**src/ccac_consts.vh**
```
// constants for the chopper and adaptive current configuration block
`ifndef CCAC_CONSTS_VH
`define CCAC_CONSTS_VH

// ==================================================
// parameter offsets
`define CCAC_OFS_INTERP      8'hA0
`define CCAC_OFS_DBL         8'hA1
`define CCAC_OFS_MASK_TIME   8'hA2
`define CCAC_OFS_CHOP_MODE   8'hA3
`define CCAC_OFS_FD_DIS      8'hA4
`define CCAC_OFS_HEND_FDT    8'hA5
`define CCAC_OFS_HSTRT_SOFS  8'hA6
`define CCAC_OFS_OFF_PERIOD  8'hA7
`define CCAC_OFS_MIN_CUR     8'hA8
`define CCAC_OFS_DOWN_RATE   8'hA9
`define CCAC_OFS_HYST_WIDTH  8'hAA
`define CCAC_OFS_UP_STEP     8'hAB
`define CCAC_OFS_LOW_THR     8'hAC
`define CCAC_OFS_FILTER      8'hAD
`define CCAC_OFS_STALL_THR   8'hAE
`define CCAC_OFS_BASE        8'hA0
`define CCAC_NUM_REGS        15
`define CCAC_IDX_NONE        4'hF

// ==================================================
// field widths as masks, indexed by offset minus base
`define CCAC_MASK_1          8'h01
`define CCAC_MASK_2          8'h03
`define CCAC_MASK_4          8'h0F
`define CCAC_MASK_7          8'h7F

// ==================================================
// reset values
`define CCAC_RST_DEFAULT     8'h00
`define CCAC_RST_MASK_TIME   8'h02

// ==================================================
// step and resolution figures
`define CCAC_RES_INTERP      4'h4
`define CCAC_RES_MAX         4'h8
`define CCAC_FINE_PER_FULL   10'h100
`define CCAC_INTERP_SUBSTEPS 8'h10
`define CCAC_SUB_PEND_MAX    8'hF0
`define CCAC_SUB_GAP         4

// ==================================================
// load handling figures
`define CCAC_THR_SHIFT       5
`define CCAC_STALL_SHIFT     4
`define CCAC_FILT_FULLSTEPS  3'h4
`define CCAC_FILT_DEPTH      4

// ==================================================
// comparator mask cycles per code
`define CCAC_BLANK_C0        16
`define CCAC_BLANK_C1        24
`define CCAC_BLANK_C2        36
`define CCAC_BLANK_C3        54

`endif

```
**src/ccac_blank.v**
```verilog
// comparator masking after each power stage switching event
`default_nettype none
`include "ccac_consts.vh"

module ccac_blank #(
    parameter [5:0] BLANK_C0 = `CCAC_BLANK_C0,
    parameter [5:0] BLANK_C1 = `CCAC_BLANK_C1,
    parameter [5:0] BLANK_C2 = `CCAC_BLANK_C2,
    parameter [5:0] BLANK_C3 = `CCAC_BLANK_C3
) (
    input wire sys_clk_i,
    input wire rst_b_i,
    input wire ce_i,
    input wire [1:0] blank_sel_i,
    input wire sw_event_i,
    input wire cmp_raw_i,
    output wire cmp_o,
    output wire blank_o
);
    reg [5:0] cnt_q;
    reg [5:0] load_w;

    // mask length chosen by the two-bit code
    always @* begin
        case (blank_sel_i)
            2'h0: load_w = BLANK_C0;
            2'h1: load_w = BLANK_C1;
            2'h2: load_w = BLANK_C2;
            default: load_w = BLANK_C3;
        endcase
    end

    // restart the mask on every switching event
    always @(posedge sys_clk_i) begin
        if (!rst_b_i) begin
            cnt_q <= 6'h00;
        end else if (ce_i) begin
            if (sw_event_i) begin
                cnt_q <= load_w;
            end else if (cnt_q != 6'h00) begin
                cnt_q <= cnt_q - 6'h01;
            end
        end
    end

    // comparator is ignored while ringing may still be present
    assign blank_o = sw_event_i | (cnt_q != 6'h00);
    assign cmp_o = cmp_raw_i & ~blank_o;
endmodule
`default_nettype wire

```
**src/ccac_load_filt.v**
```verilog
// load reading filter: pass-through or one averaged reading per four fullsteps
`default_nettype none
`include "ccac_consts.vh"

module ccac_load_filt #(
    parameter W = 10
) (
    input wire sys_clk_i,
    input wire rst_b_i,
    input wire ce_i,
    input wire filt_en_i,
    input wire fullstep_i,
    input wire meas_valid_i,
    input wire [W-1:0] meas_i,
    output reg load_valid_o,
    output reg [W-1:0] load_o
);
    reg [W-1:0] hist_q [0:`CCAC_FILT_DEPTH-1];
    reg [2:0] fs_cnt_q;
    wire [W+1:0] sum_w;
    wire window_end_w;

    // history of the latest readings
    genvar g;
    generate
        for (g = 0; g < `CCAC_FILT_DEPTH; g = g + 1) begin : g_hist
            always @(posedge sys_clk_i) begin
                if (!rst_b_i) begin
                    hist_q[g] <= {W{1'b0}};
                end else if (ce_i && meas_valid_i) begin
                    hist_q[g] <= (g == 0) ? meas_i : hist_q[(g == 0) ? 0 : g - 1];
                end
            end
        end
    endgenerate

    assign sum_w = {2'b00, hist_q[0]} + {2'b00, hist_q[1]} + {2'b00, hist_q[2]}
        + {2'b00, hist_q[3]};
    assign window_end_w = fullstep_i && (fs_cnt_q == `CCAC_FILT_FULLSTEPS - 3'h1);

    // output one reading per measurement, or one per four fullsteps
    always @(posedge sys_clk_i) begin
        if (!rst_b_i) begin
            fs_cnt_q <= 3'h0;
            load_valid_o <= 1'b0;
            load_o <= {W{1'b0}};
        end else if (ce_i) begin
            load_valid_o <= 1'b0;
            if (fullstep_i) begin
                fs_cnt_q <= window_end_w ? 3'h0 : fs_cnt_q + 3'h1;
            end
            if (!filt_en_i) begin
                if (meas_valid_i) begin
                    load_valid_o <= 1'b1;
                    load_o <= meas_i;
                end
            end else if (window_end_w) begin
                load_valid_o <= 1'b1;
                load_o <= sum_w[W+1:2];
            end
        end
    end
endmodule
`default_nettype wire

```
**src/ccac_top.v**
```verilog
// chopper settings, step execution and load adaptive current regulation
`default_nettype none
`include "ccac_consts.vh"

// Function
// - interpolation on at 16 microsteps runs each step as 16 fine steps
// - doubling on executes two microsteps per step input pulse
// - with doubling both step input edges each execute a microstep
// - two-bit code sets comparator mask time after each switching event
// - mode bit 0 selects hysteresis chopper, 1 constant off time
// - in constant off time, disable bit stops comparator ending fast decay
// - shared field is hysteresis end or fast decay time; read returns it
// - second field is hysteresis start offset on end, or sine offset
// - minimum current bit picks half or quarter of maximum scale
// - decrement after 32, 8, 2 or 1 readings above upper threshold
// - upper threshold is (start plus width plus one) times 32
// - each reading below lower threshold increments by 1, 2, 4 or 8
// - start field times 32 is the lower threshold for increments
// - filter bit gives one load reading per four fullsteps
// - signed stall threshold -64 to 63; higher needs more torque
// - resolution code 0 to 8 is full to 256; code 4 is 16
// - adapted scale 1/32 to 32/32 between minimum portion and maximum
// - adaptation only above threshold speed; slow run current below
module ccac_top #(
    parameter SUB_GAP = `CCAC_SUB_GAP,
    parameter SPEED_W = 11
) (
    input wire sys_clk_i,
    input wire rst_b_i,
    input wire ce_i,
    input wire [7:0] par_addr_i,
    input wire [7:0] par_wdata_i,
    input wire par_wr_i,
    input wire par_rd_i,
    output reg [7:0] par_rdata_o,
    output reg par_ack_o,
    output reg par_err_o,
    input wire [3:0] mstep_res_i,
    input wire step_i,
    input wire dir_i,
    output reg [9:0] phase_pos_o,
    output reg ustep_o,
    output reg fullstep_o,
    input wire sw_event_i,
    input wire cmp_raw_i,
    output wire cmp_masked_o,
    output wire fd_term_o,
    output reg chop_mode_o,
    output reg [3:0] hyst_end_fdt_o,
    output reg [3:0] hyst_start_sofs_o,
    output reg [4:0] hyst_top_o,
    output reg [3:0] off_period_o,
    input wire meas_valid_i,
    input wire [9:0] meas_i,
    input wire [SPEED_W-1:0] speed_i,
    input wire [SPEED_W-1:0] thr_speed_i,
    input wire [4:0] cs_max_i,
    input wire [4:0] slowrun_cur_i,
    output reg [4:0] act_cur_o,
    output reg adapt_active_o,
    output reg [9:0] load_o,
    output reg stall_o
);
    // ==================================================
    // decode helpers

    // parameter offset to array index, none when unmapped
    function [3:0] ccac_idx;
        input [7:0] addr;
        begin
            if (addr >= `CCAC_OFS_INTERP && addr <= `CCAC_OFS_STALL_THR) begin
                ccac_idx = addr[3:0];
            end else begin
                ccac_idx = `CCAC_IDX_NONE;
            end
        end
    endfunction

    // stored width of each field
    function [7:0] ccac_mask;
        input [3:0] idx;
        begin
            case ({4'h0, idx} + `CCAC_OFS_BASE)
                `CCAC_OFS_MASK_TIME, `CCAC_OFS_DOWN_RATE, `CCAC_OFS_UP_STEP:
                    ccac_mask = `CCAC_MASK_2;
                `CCAC_OFS_HEND_FDT, `CCAC_OFS_HSTRT_SOFS, `CCAC_OFS_OFF_PERIOD,
                `CCAC_OFS_HYST_WIDTH, `CCAC_OFS_LOW_THR:
                    ccac_mask = `CCAC_MASK_4;
                `CCAC_OFS_STALL_THR:
                    ccac_mask = `CCAC_MASK_7;
                default:
                    ccac_mask = `CCAC_MASK_1;
            endcase
        end
    endfunction

    // ==================================================
    // parameter store

    reg [7:0] cfg_q [0:`CCAC_NUM_REGS-1];
    wire [3:0] wr_idx_w;
    wire [3:0] rd_idx_w;

    assign wr_idx_w = ccac_idx(par_addr_i);
    assign rd_idx_w = ccac_idx(par_addr_i);

    // one stored field per offset, written at its own width
    genvar g;
    generate
        for (g = 0; g < `CCAC_NUM_REGS; g = g + 1) begin : g_cfg
            localparam [3:0] IDX = g;
            always @(posedge sys_clk_i) begin
                if (!rst_b_i) begin
                    cfg_q[g] <= (g == 2) ? `CCAC_RST_MASK_TIME : `CCAC_RST_DEFAULT;
                end else if (ce_i && par_wr_i && wr_idx_w == IDX) begin
                    cfg_q[g] <= par_wdata_i & ccac_mask(IDX);
                end
            end
        end
    endgenerate

    // field views
    wire interp_en_w = cfg_q[0][0];
    wire dbl_en_w = cfg_q[1][0];
    wire [1:0] mask_time_w = cfg_q[2][1:0];
    wire mode_w = cfg_q[3][0];
    wire fd_dis_w = cfg_q[4][0];
    wire min_sel_w = cfg_q[8][0];
    wire [1:0] down_rate_w = cfg_q[9][1:0];
    wire [3:0] hyst_w = cfg_q[10][3:0];
    wire [1:0] up_step_w = cfg_q[11][1:0];
    wire [3:0] low_thr_w = cfg_q[12][3:0];
    wire filt_en_w = cfg_q[13][0];
    wire [6:0] stall_thr_w = cfg_q[14][6:0];

    // answer every access one cycle later; unmapped reads return zero
    always @(posedge sys_clk_i) begin
        if (!rst_b_i) begin
            par_rdata_o <= 8'h00;
            par_ack_o <= 1'b0;
            par_err_o <= 1'b0;
        end else if (ce_i) begin
            par_ack_o <= par_wr_i | par_rd_i;
            par_err_o <= (par_wr_i | par_rd_i) && rd_idx_w == `CCAC_IDX_NONE;
            if (par_rd_i) begin
                par_rdata_o <= (rd_idx_w == `CCAC_IDX_NONE) ? 8'h00 : cfg_q[rd_idx_w];
            end
        end
    end

    // ==================================================
    // chopper settings to the power stage

    // registered chopper configuration
    always @(posedge sys_clk_i) begin
        if (!rst_b_i) begin
            chop_mode_o <= 1'b0;
            hyst_end_fdt_o <= 4'h0;
            hyst_start_sofs_o <= 4'h0;
            hyst_top_o <= 5'h00;
            off_period_o <= 4'h0;
        end else if (ce_i) begin
            chop_mode_o <= mode_w;
            hyst_end_fdt_o <= cfg_q[5][3:0];
            hyst_start_sofs_o <= cfg_q[6][3:0];
            hyst_top_o <= mode_w ? 5'h00 : cfg_q[5][4:0] + cfg_q[6][4:0];
            off_period_o <= cfg_q[7][3:0];
        end
    end

    ccac_blank u_blank (
        .sys_clk_i(sys_clk_i),
        .rst_b_i(rst_b_i),
        .ce_i(ce_i),
        .blank_sel_i(mask_time_w),
        .sw_event_i(sw_event_i),
        .cmp_raw_i(cmp_raw_i),
        .cmp_o(cmp_masked_o),
        .blank_o()
    );

    // comparator may end fast decay unless disabled in off time mode
    assign fd_term_o = cmp_masked_o & ~(mode_w & fd_dis_w);

    // ==================================================
    // step execution

    reg step_d_q;
    reg [7:0] sub_pend_q;
    reg sub_dir_q;
    reg [3:0] gap_q;
    reg [9:0] phase_d;
    reg ustep_d;
    wire [3:0] res_w;
    wire [9:0] inc_w;
    wire interp_on_w;
    wire step_evt_w;
    wire sub_go_w;

    // codes above 256 microsteps are held at 256
    assign res_w = (mstep_res_i > `CCAC_RES_MAX) ? `CCAC_RES_MAX : mstep_res_i;
    assign inc_w = `CCAC_FINE_PER_FULL >> res_w;
    assign interp_on_w = interp_en_w && res_w == `CCAC_RES_INTERP;
    // both edges count while doubling
    assign step_evt_w = (step_i & ~step_d_q) | (dbl_en_w & ~step_i & step_d_q);
    assign sub_go_w = sub_pend_q != 8'h00 && gap_q == 4'h0 &&
        !(step_evt_w && !interp_on_w);

    // next fine position
    always @* begin
        phase_d = phase_pos_o;
        ustep_d = 1'b0;
        if (step_evt_w && !interp_on_w) begin
            phase_d = dir_i ? phase_pos_o + inc_w : phase_pos_o - inc_w;
            ustep_d = 1'b1;
        end else if (sub_go_w) begin
            phase_d = sub_dir_q ? phase_pos_o + 10'h001 : phase_pos_o - 10'h001;
            ustep_d = 1'b1;
        end
    end

    // fine position, pending sub-steps and their spacing
    always @(posedge sys_clk_i) begin
        if (!rst_b_i) begin
            step_d_q <= 1'b0;
            sub_pend_q <= 8'h00;
            sub_dir_q <= 1'b0;
            gap_q <= 4'h0;
            phase_pos_o <= 10'h000;
            ustep_o <= 1'b0;
            fullstep_o <= 1'b0;
        end else if (ce_i) begin
            step_d_q <= step_i;
            phase_pos_o <= phase_d;
            ustep_o <= ustep_d;
            fullstep_o <= phase_d[9:8] != phase_pos_o[9:8];
            if (sub_go_w) begin
                gap_q <= SUB_GAP[3:0] - 4'h1;
            end else if (gap_q != 4'h0) begin
                gap_q <= gap_q - 4'h1;
            end
            if (step_evt_w && interp_on_w) begin
                sub_dir_q <= dir_i;
                sub_pend_q <= (sub_pend_q > `CCAC_SUB_PEND_MAX) ? sub_pend_q :
                    sub_pend_q + `CCAC_INTERP_SUBSTEPS - {7'h00, sub_go_w};
            end else if (sub_go_w) begin
                sub_pend_q <= sub_pend_q - 8'h01;
            end
        end
    end

    // ==================================================
    // load readings and adaptive current

    wire load_valid_w;
    wire [9:0] load_w;

    ccac_load_filt #(
        .W(10)
    ) u_filt (
        .sys_clk_i(sys_clk_i),
        .rst_b_i(rst_b_i),
        .ce_i(ce_i),
        .filt_en_i(filt_en_w),
        .fullstep_i(fullstep_o),
        .meas_valid_i(meas_valid_i),
        .meas_i(meas_i),
        .load_valid_o(load_valid_w),
        .load_o(load_w)
    );

    reg [5:0] down_cnt_q;
    reg [5:0] down_need_w;
    reg [5:0] cur_sum_w;
    reg [4:0] cur_d;
    reg [5:0] cnt_d;
    wire [10:0] low_lim_w;
    wire [10:0] up_lim_w;
    wire [5:0] min_p1_w;
    wire [4:0] min_cur_w;
    wire active_w;
    wire signed [11:0] stall_adj_w;

    // thresholds in load units
    assign low_lim_w = {7'h00, low_thr_w} << `CCAC_THR_SHIFT;
    assign up_lim_w = ({7'h00, low_thr_w} + {7'h00, hyst_w} + 11'h001)
        << `CCAC_THR_SHIFT;
    // lowest scale, half or quarter of the maximum
    assign min_p1_w = min_sel_w ? ({1'b0, cs_max_i} + 6'h01) >> 2 :
        ({1'b0, cs_max_i} + 6'h01) >> 1;
    assign min_cur_w = (min_p1_w == 6'h00) ? 5'h00 : min_p1_w[4:0] - 5'h01;
    assign active_w = speed_i > thr_speed_i;
    assign stall_adj_w = $signed({2'b00, load_w}) +
        ($signed({{5{stall_thr_w[6]}}, stall_thr_w}) <<< `CCAC_STALL_SHIFT);

    // readings needed per decrement
    always @* begin
        case (down_rate_w)
            2'h0: down_need_w = 6'h20;
            2'h1: down_need_w = 6'h08;
            2'h2: down_need_w = 6'h02;
            default: down_need_w = 6'h01;
        endcase
    end

    // next scale: step up, count toward a step down, stay within limits
    always @* begin
        cur_d = act_cur_o;
        cnt_d = down_cnt_q;
        cur_sum_w = {1'b0, act_cur_o} + (6'h01 << up_step_w);
        if (!active_w) begin
            cur_d = slowrun_cur_i;
            cnt_d = 6'h00;
        end else begin
            if (load_valid_w && {1'b0, load_w} < low_lim_w) begin
                cur_d = (cur_sum_w > {1'b0, cs_max_i}) ? cs_max_i : cur_sum_w[4:0];
                cnt_d = 6'h00;
            end else if (load_valid_w && {1'b0, load_w} > up_lim_w) begin
                if (down_cnt_q + 6'h01 >= down_need_w) begin
                    cur_d = (act_cur_o > min_cur_w) ? act_cur_o - 5'h01 : min_cur_w;
                    cnt_d = 6'h00;
                end else begin
                    cnt_d = down_cnt_q + 6'h01;
                end
            end
            if (cur_d > cs_max_i) begin
                cur_d = cs_max_i;
            end else if (cur_d < min_cur_w) begin
                cur_d = min_cur_w;
            end
        end
    end

    // scale, counter, stall flag; a reading is used in its valid cycle only
    always @(posedge sys_clk_i) begin
        if (!rst_b_i) begin
            act_cur_o <= 5'h00;
            down_cnt_q <= 6'h00;
            adapt_active_o <= 1'b0;
            load_o <= 10'h000;
            stall_o <= 1'b0;
        end else if (ce_i) begin
            act_cur_o <= cur_d;
            down_cnt_q <= cnt_d;
            adapt_active_o <= active_w;
            if (load_valid_w) begin
                load_o <= load_w;
                stall_o <= stall_adj_w <= 12'sh000;
            end
        end
    end
endmodule
`default_nettype wire

```
**config.mk**
```make
export PLATFORM = sky130hd
export DESIGN_NAME = ccac_top
export DESIGN_NICKNAME = d
export VERILOG_FILES = /design/src/ccac_blank.v /design/src/ccac_load_filt.v /design/src/ccac_top.v
export VERILOG_INCLUDE_DIRS = /design/src /design/src/src
export SDC_FILE = /design/constraint.sdc
export NUM_CORES = 1
export LEC_CHECK = 0
export BUFFER_PORTS_ARGS = -buffer_cell sky130_fd_sc_hd__buf_2
export CORE_UTILIZATION = 40
export CTS_BUF_LIST = sky130_fd_sc_hd__clkbuf_4 sky130_fd_sc_hd__clkbuf_8
export CTS_CLUSTER_SIZE = 24
export DETAILED_ROUTE_END_ITERATION = 6
export SYNTH_ARGS = -nofsm -noshare
export SYNTH_HDL_FRONTEND = slang
export SYNTH_SLANG_ARGS = --single-unit
```
**constraint.sdc**
```tcl
create_clock -name sys_clk_i -period 5.7 [get_ports sys_clk_i]
set_input_delay 0 -clock sys_clk_i [delete_from_list [all_inputs] [get_ports sys_clk_i]]
set_output_delay 0 -clock sys_clk_i [all_outputs]
set_load 0.01 [all_outputs]
```
==> run summary <==
For the static power due to leakage, the log shows 6.18 nW. On the critical path, the stage with the largest delay is an instance of sky130_fd_sc_hd__edfxtp_1. The number of enable flip-flop cells after synthesis is 79, and the total power per unit cell area is 341 nW/um^2. The number of clock buffers inserted by TritonCTS is 17, and the number of pins exceeding their max-slew limit in the final report is 0.

The synthesized design contains 175 register bits. The number of antenna violations at the first check in global routing is 0, and the multiplexer area fraction after synthesis is 2.88%. The routed layout has 10,800 vias.

The arithmetic-cell share of the synthesized area counting full adders, half adders and majority gates is 14.9%, and the initial standard-cell utilization of the core is 40.6%. Clock-pin slew was measured on the worst setup and hold paths at 100 ps. The wire length per cell after detailed routing works out to 16.5 um. Between clock sinks in the finished design, the worst skew comes to 15.0 ps. Summing the areas of all compound-gate instances in the mapped netlist gives 19.4% of the synthesized area. Pin placement for this block handled 131 I/O pins. The cell area after synthesis was 12,400 sq um. In this run the number of cells on the critical path is 23. Category of cells accounting for the largest share of critical-path delay: compound AO/OA/AOI/OAI gates. H-tree depth: 4.

The sequential-to-total area share from yosys stat came out at 34.7%. OpenSTA, run right after detailed placement, puts the worst setup slack at 131 ps. The routed design has 32,600 um of wire. The endpoint identified for the worst register-to-register timing path is act_cur_o[3]. In this run the worst hold path is classified as primary input to flip-flop. For this block, the initial DRC count from the detailed router was 723. Data arrives at the worst endpoint at 5800 ps. At the end of routability-driven placement, the weighted congestion stood at 0.910.

The period utilization is 93.9%, and the synthesized instance count is 1,417. The most common flop cell mapped by yosys was sky130_fd_sc_hd__dfxtp_1. Counting every net in the synthesized netlist gives 1,626. The time the final worst path needs with I/O delays and setup works out to 5350 ps. For the core box area, the log shows 30,500 sq um. By instance count, the cell type seen most on the critical path is sky130_fd_sc_hd__a21o_1. The share of the core filled with cells is 46.5%. The relative slew slack came out at 28.1%.

The run gives 10,500 as the number of global-route vias before repair. The die height was 178 um. The tree is rooted in a sky130_fd_sc_hd__clkbuf_8.

The clock sink count is 175. The run gives 64 as the number of placement rows. The instance count along the most critical hold path was 5. Of all nets on the critical path, the largest fanout is 8.

Sorting the synthesized cells by area gives the leading types as sky130_fd_sc_hd__edfxtp_1 19%, sky130_fd_sc_hd__dfxtp_1 16%, sky130_fd_sc_hd__ha_1 12%. Entering global routing, the biggest net connects 60 pins. The Yosys warning count was 0; the number of hold violations in the final report was 0.

For the pin with the worst max-slew slack, the measured transition is 1080 ps. The tools report the start point of the worst hold path as par_addr_i[3]. The worst hold path terminates at par_rdata_o[3]. The tools report the total routing resource utilization after global routing as 21.2%.

After synthesis, the largest area contributor takes up 19.2% of total cell area. The via density per instance is 5.51, and the average instance area after synthesis is 8.74 sq um. The critical path endpoint category is a flip-flop. The die covers 31,700 sq um. After Yosys synthesis, and, or, nand and nor cells account for 19.1% of the synthesized area. The launch point of the worst reg-to-reg path is cfg_q[8][0].

The width of the chip was 178 um. The latest clock arrival within the worst-skew pair came out at 500 ps. The largest stage delay on the critical path is 530 ps. In the routed design, unresolved DRC markers number 0. The net count of the finished layout is 1,767. Leaving out fill and tap cells, the most frequent cells in the layout are 139 x sky130_fd_sc_hd__nor2_1, 128 x sky130_fd_sc_hd__buf_2, 118 x sky130_fd_sc_hd__ha_1, 114 x sky130_fd_sc_hd__a21oi_1, 112 x sky130_fd_sc_hd__inv_1. Leaving out fill and tap cells, the most frequent cell in the layout is sky130_fd_sc_hd__nor2_1. STA classifies the critical path startpoint as a flip-flop. After synthesis, the largest family of logic cells by area is compound AO/OA/AOI/OAI gates.

The detail route stage leaves a number of antenna-violating nets equal to 0. For the worst flop-to-flop path, the logic depth is 23. The first-pass detailed-route iteration total is 5, and the worst-case setup margin in the final layout is 349 ps. The tools report the detailed-placement wirelength estimate as 24,000 um.

The tool flagged a number of max-cap violations equal to 0. The xor/xnor share of the synthesized area is 3.60%, and the number of distinct library cells after synthesis is 79. Counting flops with an async set or reset pin after synthesis yields a share of 0%.

Together, buffers and inverters on the worst path number 2. The run gives 0.000196 V as the peak ir drop on the vdd network. Derived from the worst setup path, the maximum achievable clock frequency is 0.187 GHz. Port buffering added 128 buffers. The flow ran to the end, and the final reports show no timing, DRC or antenna violations. The critical path in this run is classified as flip-flop to flip-flop. From synthesis to final layout, the design area changed by 14.5%. TritonCTS built the clock tree.

The first global-routing pass estimated 53,200 um of wire. The biggest area contributor in the post-synthesis netlist is sky130_fd_sc_hd__edfxtp_1. Traced cell by cell, the critical path runs through mux2i_2 -> ha_2 -> inv_2 -> nor3_1 -> o311ai_1 -> o211a_1 -> ha_1 -> nand3_1 -> o22ai_2 -> a21o_1 -> buf_4 -> o211a_1 -> o21ai_0 -> o22ai_1 -> ha_1 -> a21o_1 -> a21o_1 -> a21o_1 -> or2_1 -> a2111oi_4 -> nor2_2 -> or4_1 -> nand3_1. Counting the fill cells in the layout gives 2,957. At the worst endpoint, the required time is 6150 ps. In the final layout, the share of cells above drive strength 1 is 13.7%. The number of antenna diodes in the final layout is 0. The clock passes through at most 2 buffers.

For this run the aggregate overflow at the end of global routing stands at 0. Setup violations remaining at the end of the flow were counted as 0. For flop-to-flop paths, the worst setup slack is 350 ps.
[routing by layer]
metal | wire [um] | vias up | global-route usage, %
met3 | 1700 | 40 | 3.00
met2 | 14600 | 312 | 33.8
met5 | 0 | - | 0
met1 | 15600 | 5117 | 29.0
li1 | - | 5364 | -
met4 | 620 | 0 | 7.59
[how the worst max path moves through the flow]
| stage | startpoint | to | slack, ps |
|---|---|---|---|
| 2_1_floorplan | cfg_q[8][0] | act_cur_o[3] | 340 |
| 3_3_place_gp | cs_max_i[0] | act_cur_o[3] | 260 |
| 3_5_place_dp | cs_max_i[0] | act_cur_o[3] | 130 |
| 4_1_cts | cfg_q[8][0] | act_cur_o[0] | 20 |
| 5_1_grt | cfg_q[8][0] | act_cur_o[0] | -9 |
| 6_report | cfg_q[8][0] | act_cur_o[3] | 350 |
[registers in the layout, indices dropped and copies added (netlist names), 3 cells and up]
| signal | cells |
|---|---|
| act_cur_o | 5 |
| sub_pend_q | 8 |
| load_o | 10 |
| hyst_top_o | 5 |
| par_rdata_o | 7 |
| phase_pos_o | 10 |
| off_period_o | 4 |
| u_blank.cnt_q | 6 |
| hyst_start_sofs_o | 4 |
| down_cnt_q | 6 |
| gap_q | 4 |
| u_filt.fs_cnt_q | 3 |
| u_filt.load_o | 10 |
| cfg_q | 39 |
| hyst_end_fdt_o | 4 |
| u_filt.hist_q | 40 |
[kinds of logic (layout without fill, tap and decap cells)]
group | count (synthesis) | count (layout)
adders and majority gates | 137 | 137
AOI/OAI and AO/OA | 368 | 368
and+or+nand+nor | 477 | 477
other | 1 | 1
DFF | 175 | 175
xor gates and xnor gates | 50 | 50
buffers and inverters | 174 | 328
muxes | 35 | 35
[cells in the mapped netlist (9+ instances only)]
master                       n
sky130_fd_sc_hd__nand3_1    34
sky130_fd_sc_hd__o21a_1     12
sky130_fd_sc_hd__nor2b_1    23
sky130_fd_sc_hd__nand2b_1   20
sky130_fd_sc_hd__fa_1       18
sky130_fd_sc_hd__ha_1      119
sky130_fd_sc_hd__inv_1     114
sky130_fd_sc_hd__nor2_1    140
sky130_fd_sc_hd__mux2i_1    32
sky130_fd_sc_hd__nor3_1     43
sky130_fd_sc_hd__a21o_1     22
sky130_fd_sc_hd__xnor2_1    30
sky130_fd_sc_hd__a31oi_1     9
sky130_fd_sc_hd__a211oi_1   22
sky130_fd_sc_hd__nand2_1    94
sky130_fd_sc_hd__dfxtp_1    96
sky130_fd_sc_hd__a21oi_1   114
sky130_fd_sc_hd__o22ai_1    13
sky130_fd_sc_hd__edfxtp_1   79
sky130_fd_sc_hd__a22oi_1    17
sky130_fd_sc_hd__o211ai_1   12
sky130_fd_sc_hd__clkbuf_1   48
sky130_fd_sc_hd__or3_1      11
sky130_fd_sc_hd__and3_1     14
sky130_fd_sc_hd__o21ai_0    77
sky130_fd_sc_hd__xor2_1     19
sky130_fd_sc_hd__and2_1     48
[metrics by stage]
step                      area (sq um)  hold slack (ps)  instances  total power, mW  setup TNS (ps)
after detailed placement         13400              310       1898             3.87               0
after global routing             14200              115       1967             5.26           -8.72
after global placement           13400              302       1898             3.83               0
after floorplan                  12400              110       1417             3.31               0
after CTS                        14100             50.9       1960             4.83               0
final                            14200             90.5       1967             4.83               0
[cell type report]
type                    count  area [sq um]  area share, %
multi-input cells        1068          7450           52.5
flip-flops and latches    175          4290           30.3
clock inverters            14           154           1.09
clock buffers              18           248           1.75
well taps                 396           495           3.49
inverters                 116           435           3.07
repair buffers            180          1110           7.80
[repair_timing]
item,4_1_cts,5_1_grt
hold buffers,30,0
buffers inserted,0,7
endpoints found under the hold margin,56,0
resized for setup,0,8
setup endpoints to repair,0,5
[worst register-to-register path, cell delays in order (launching register included)]
cell                        delay (ps)
sky130_fd_sc_hd__edfxtp_1          530
sky130_fd_sc_hd__mux2i_2           220
sky130_fd_sc_hd__ha_2              230
sky130_fd_sc_hd__inv_2             150
sky130_fd_sc_hd__nor3_1             70
sky130_fd_sc_hd__o311ai_1          370
sky130_fd_sc_hd__o211a_1           280
sky130_fd_sc_hd__ha_1              270
sky130_fd_sc_hd__nand3_1           110
sky130_fd_sc_hd__o22ai_2            80
sky130_fd_sc_hd__a21o_1            190
sky130_fd_sc_hd__buf_4             150
sky130_fd_sc_hd__o211a_1           190
sky130_fd_sc_hd__o21ai_0           140
sky130_fd_sc_hd__o22ai_1           130
sky130_fd_sc_hd__ha_1              330
sky130_fd_sc_hd__a21o_1            180
sky130_fd_sc_hd__a21o_1            170
sky130_fd_sc_hd__a21o_1            190
sky130_fd_sc_hd__or2_1             240
sky130_fd_sc_hd__a2111oi_4         350
sky130_fd_sc_hd__nor2_2            150
sky130_fd_sc_hd__or4_1             510
sky130_fd_sc_hd__nand3_1            90
[report_power, final]
part	total [mW]	internal [mW]	switching, mW
Combinational	2.30	1.01	1.30
Sequential	1.60	1.45	0.149
Clock	0.926	0.409	0.517
(Power assumes the default switching activity.)
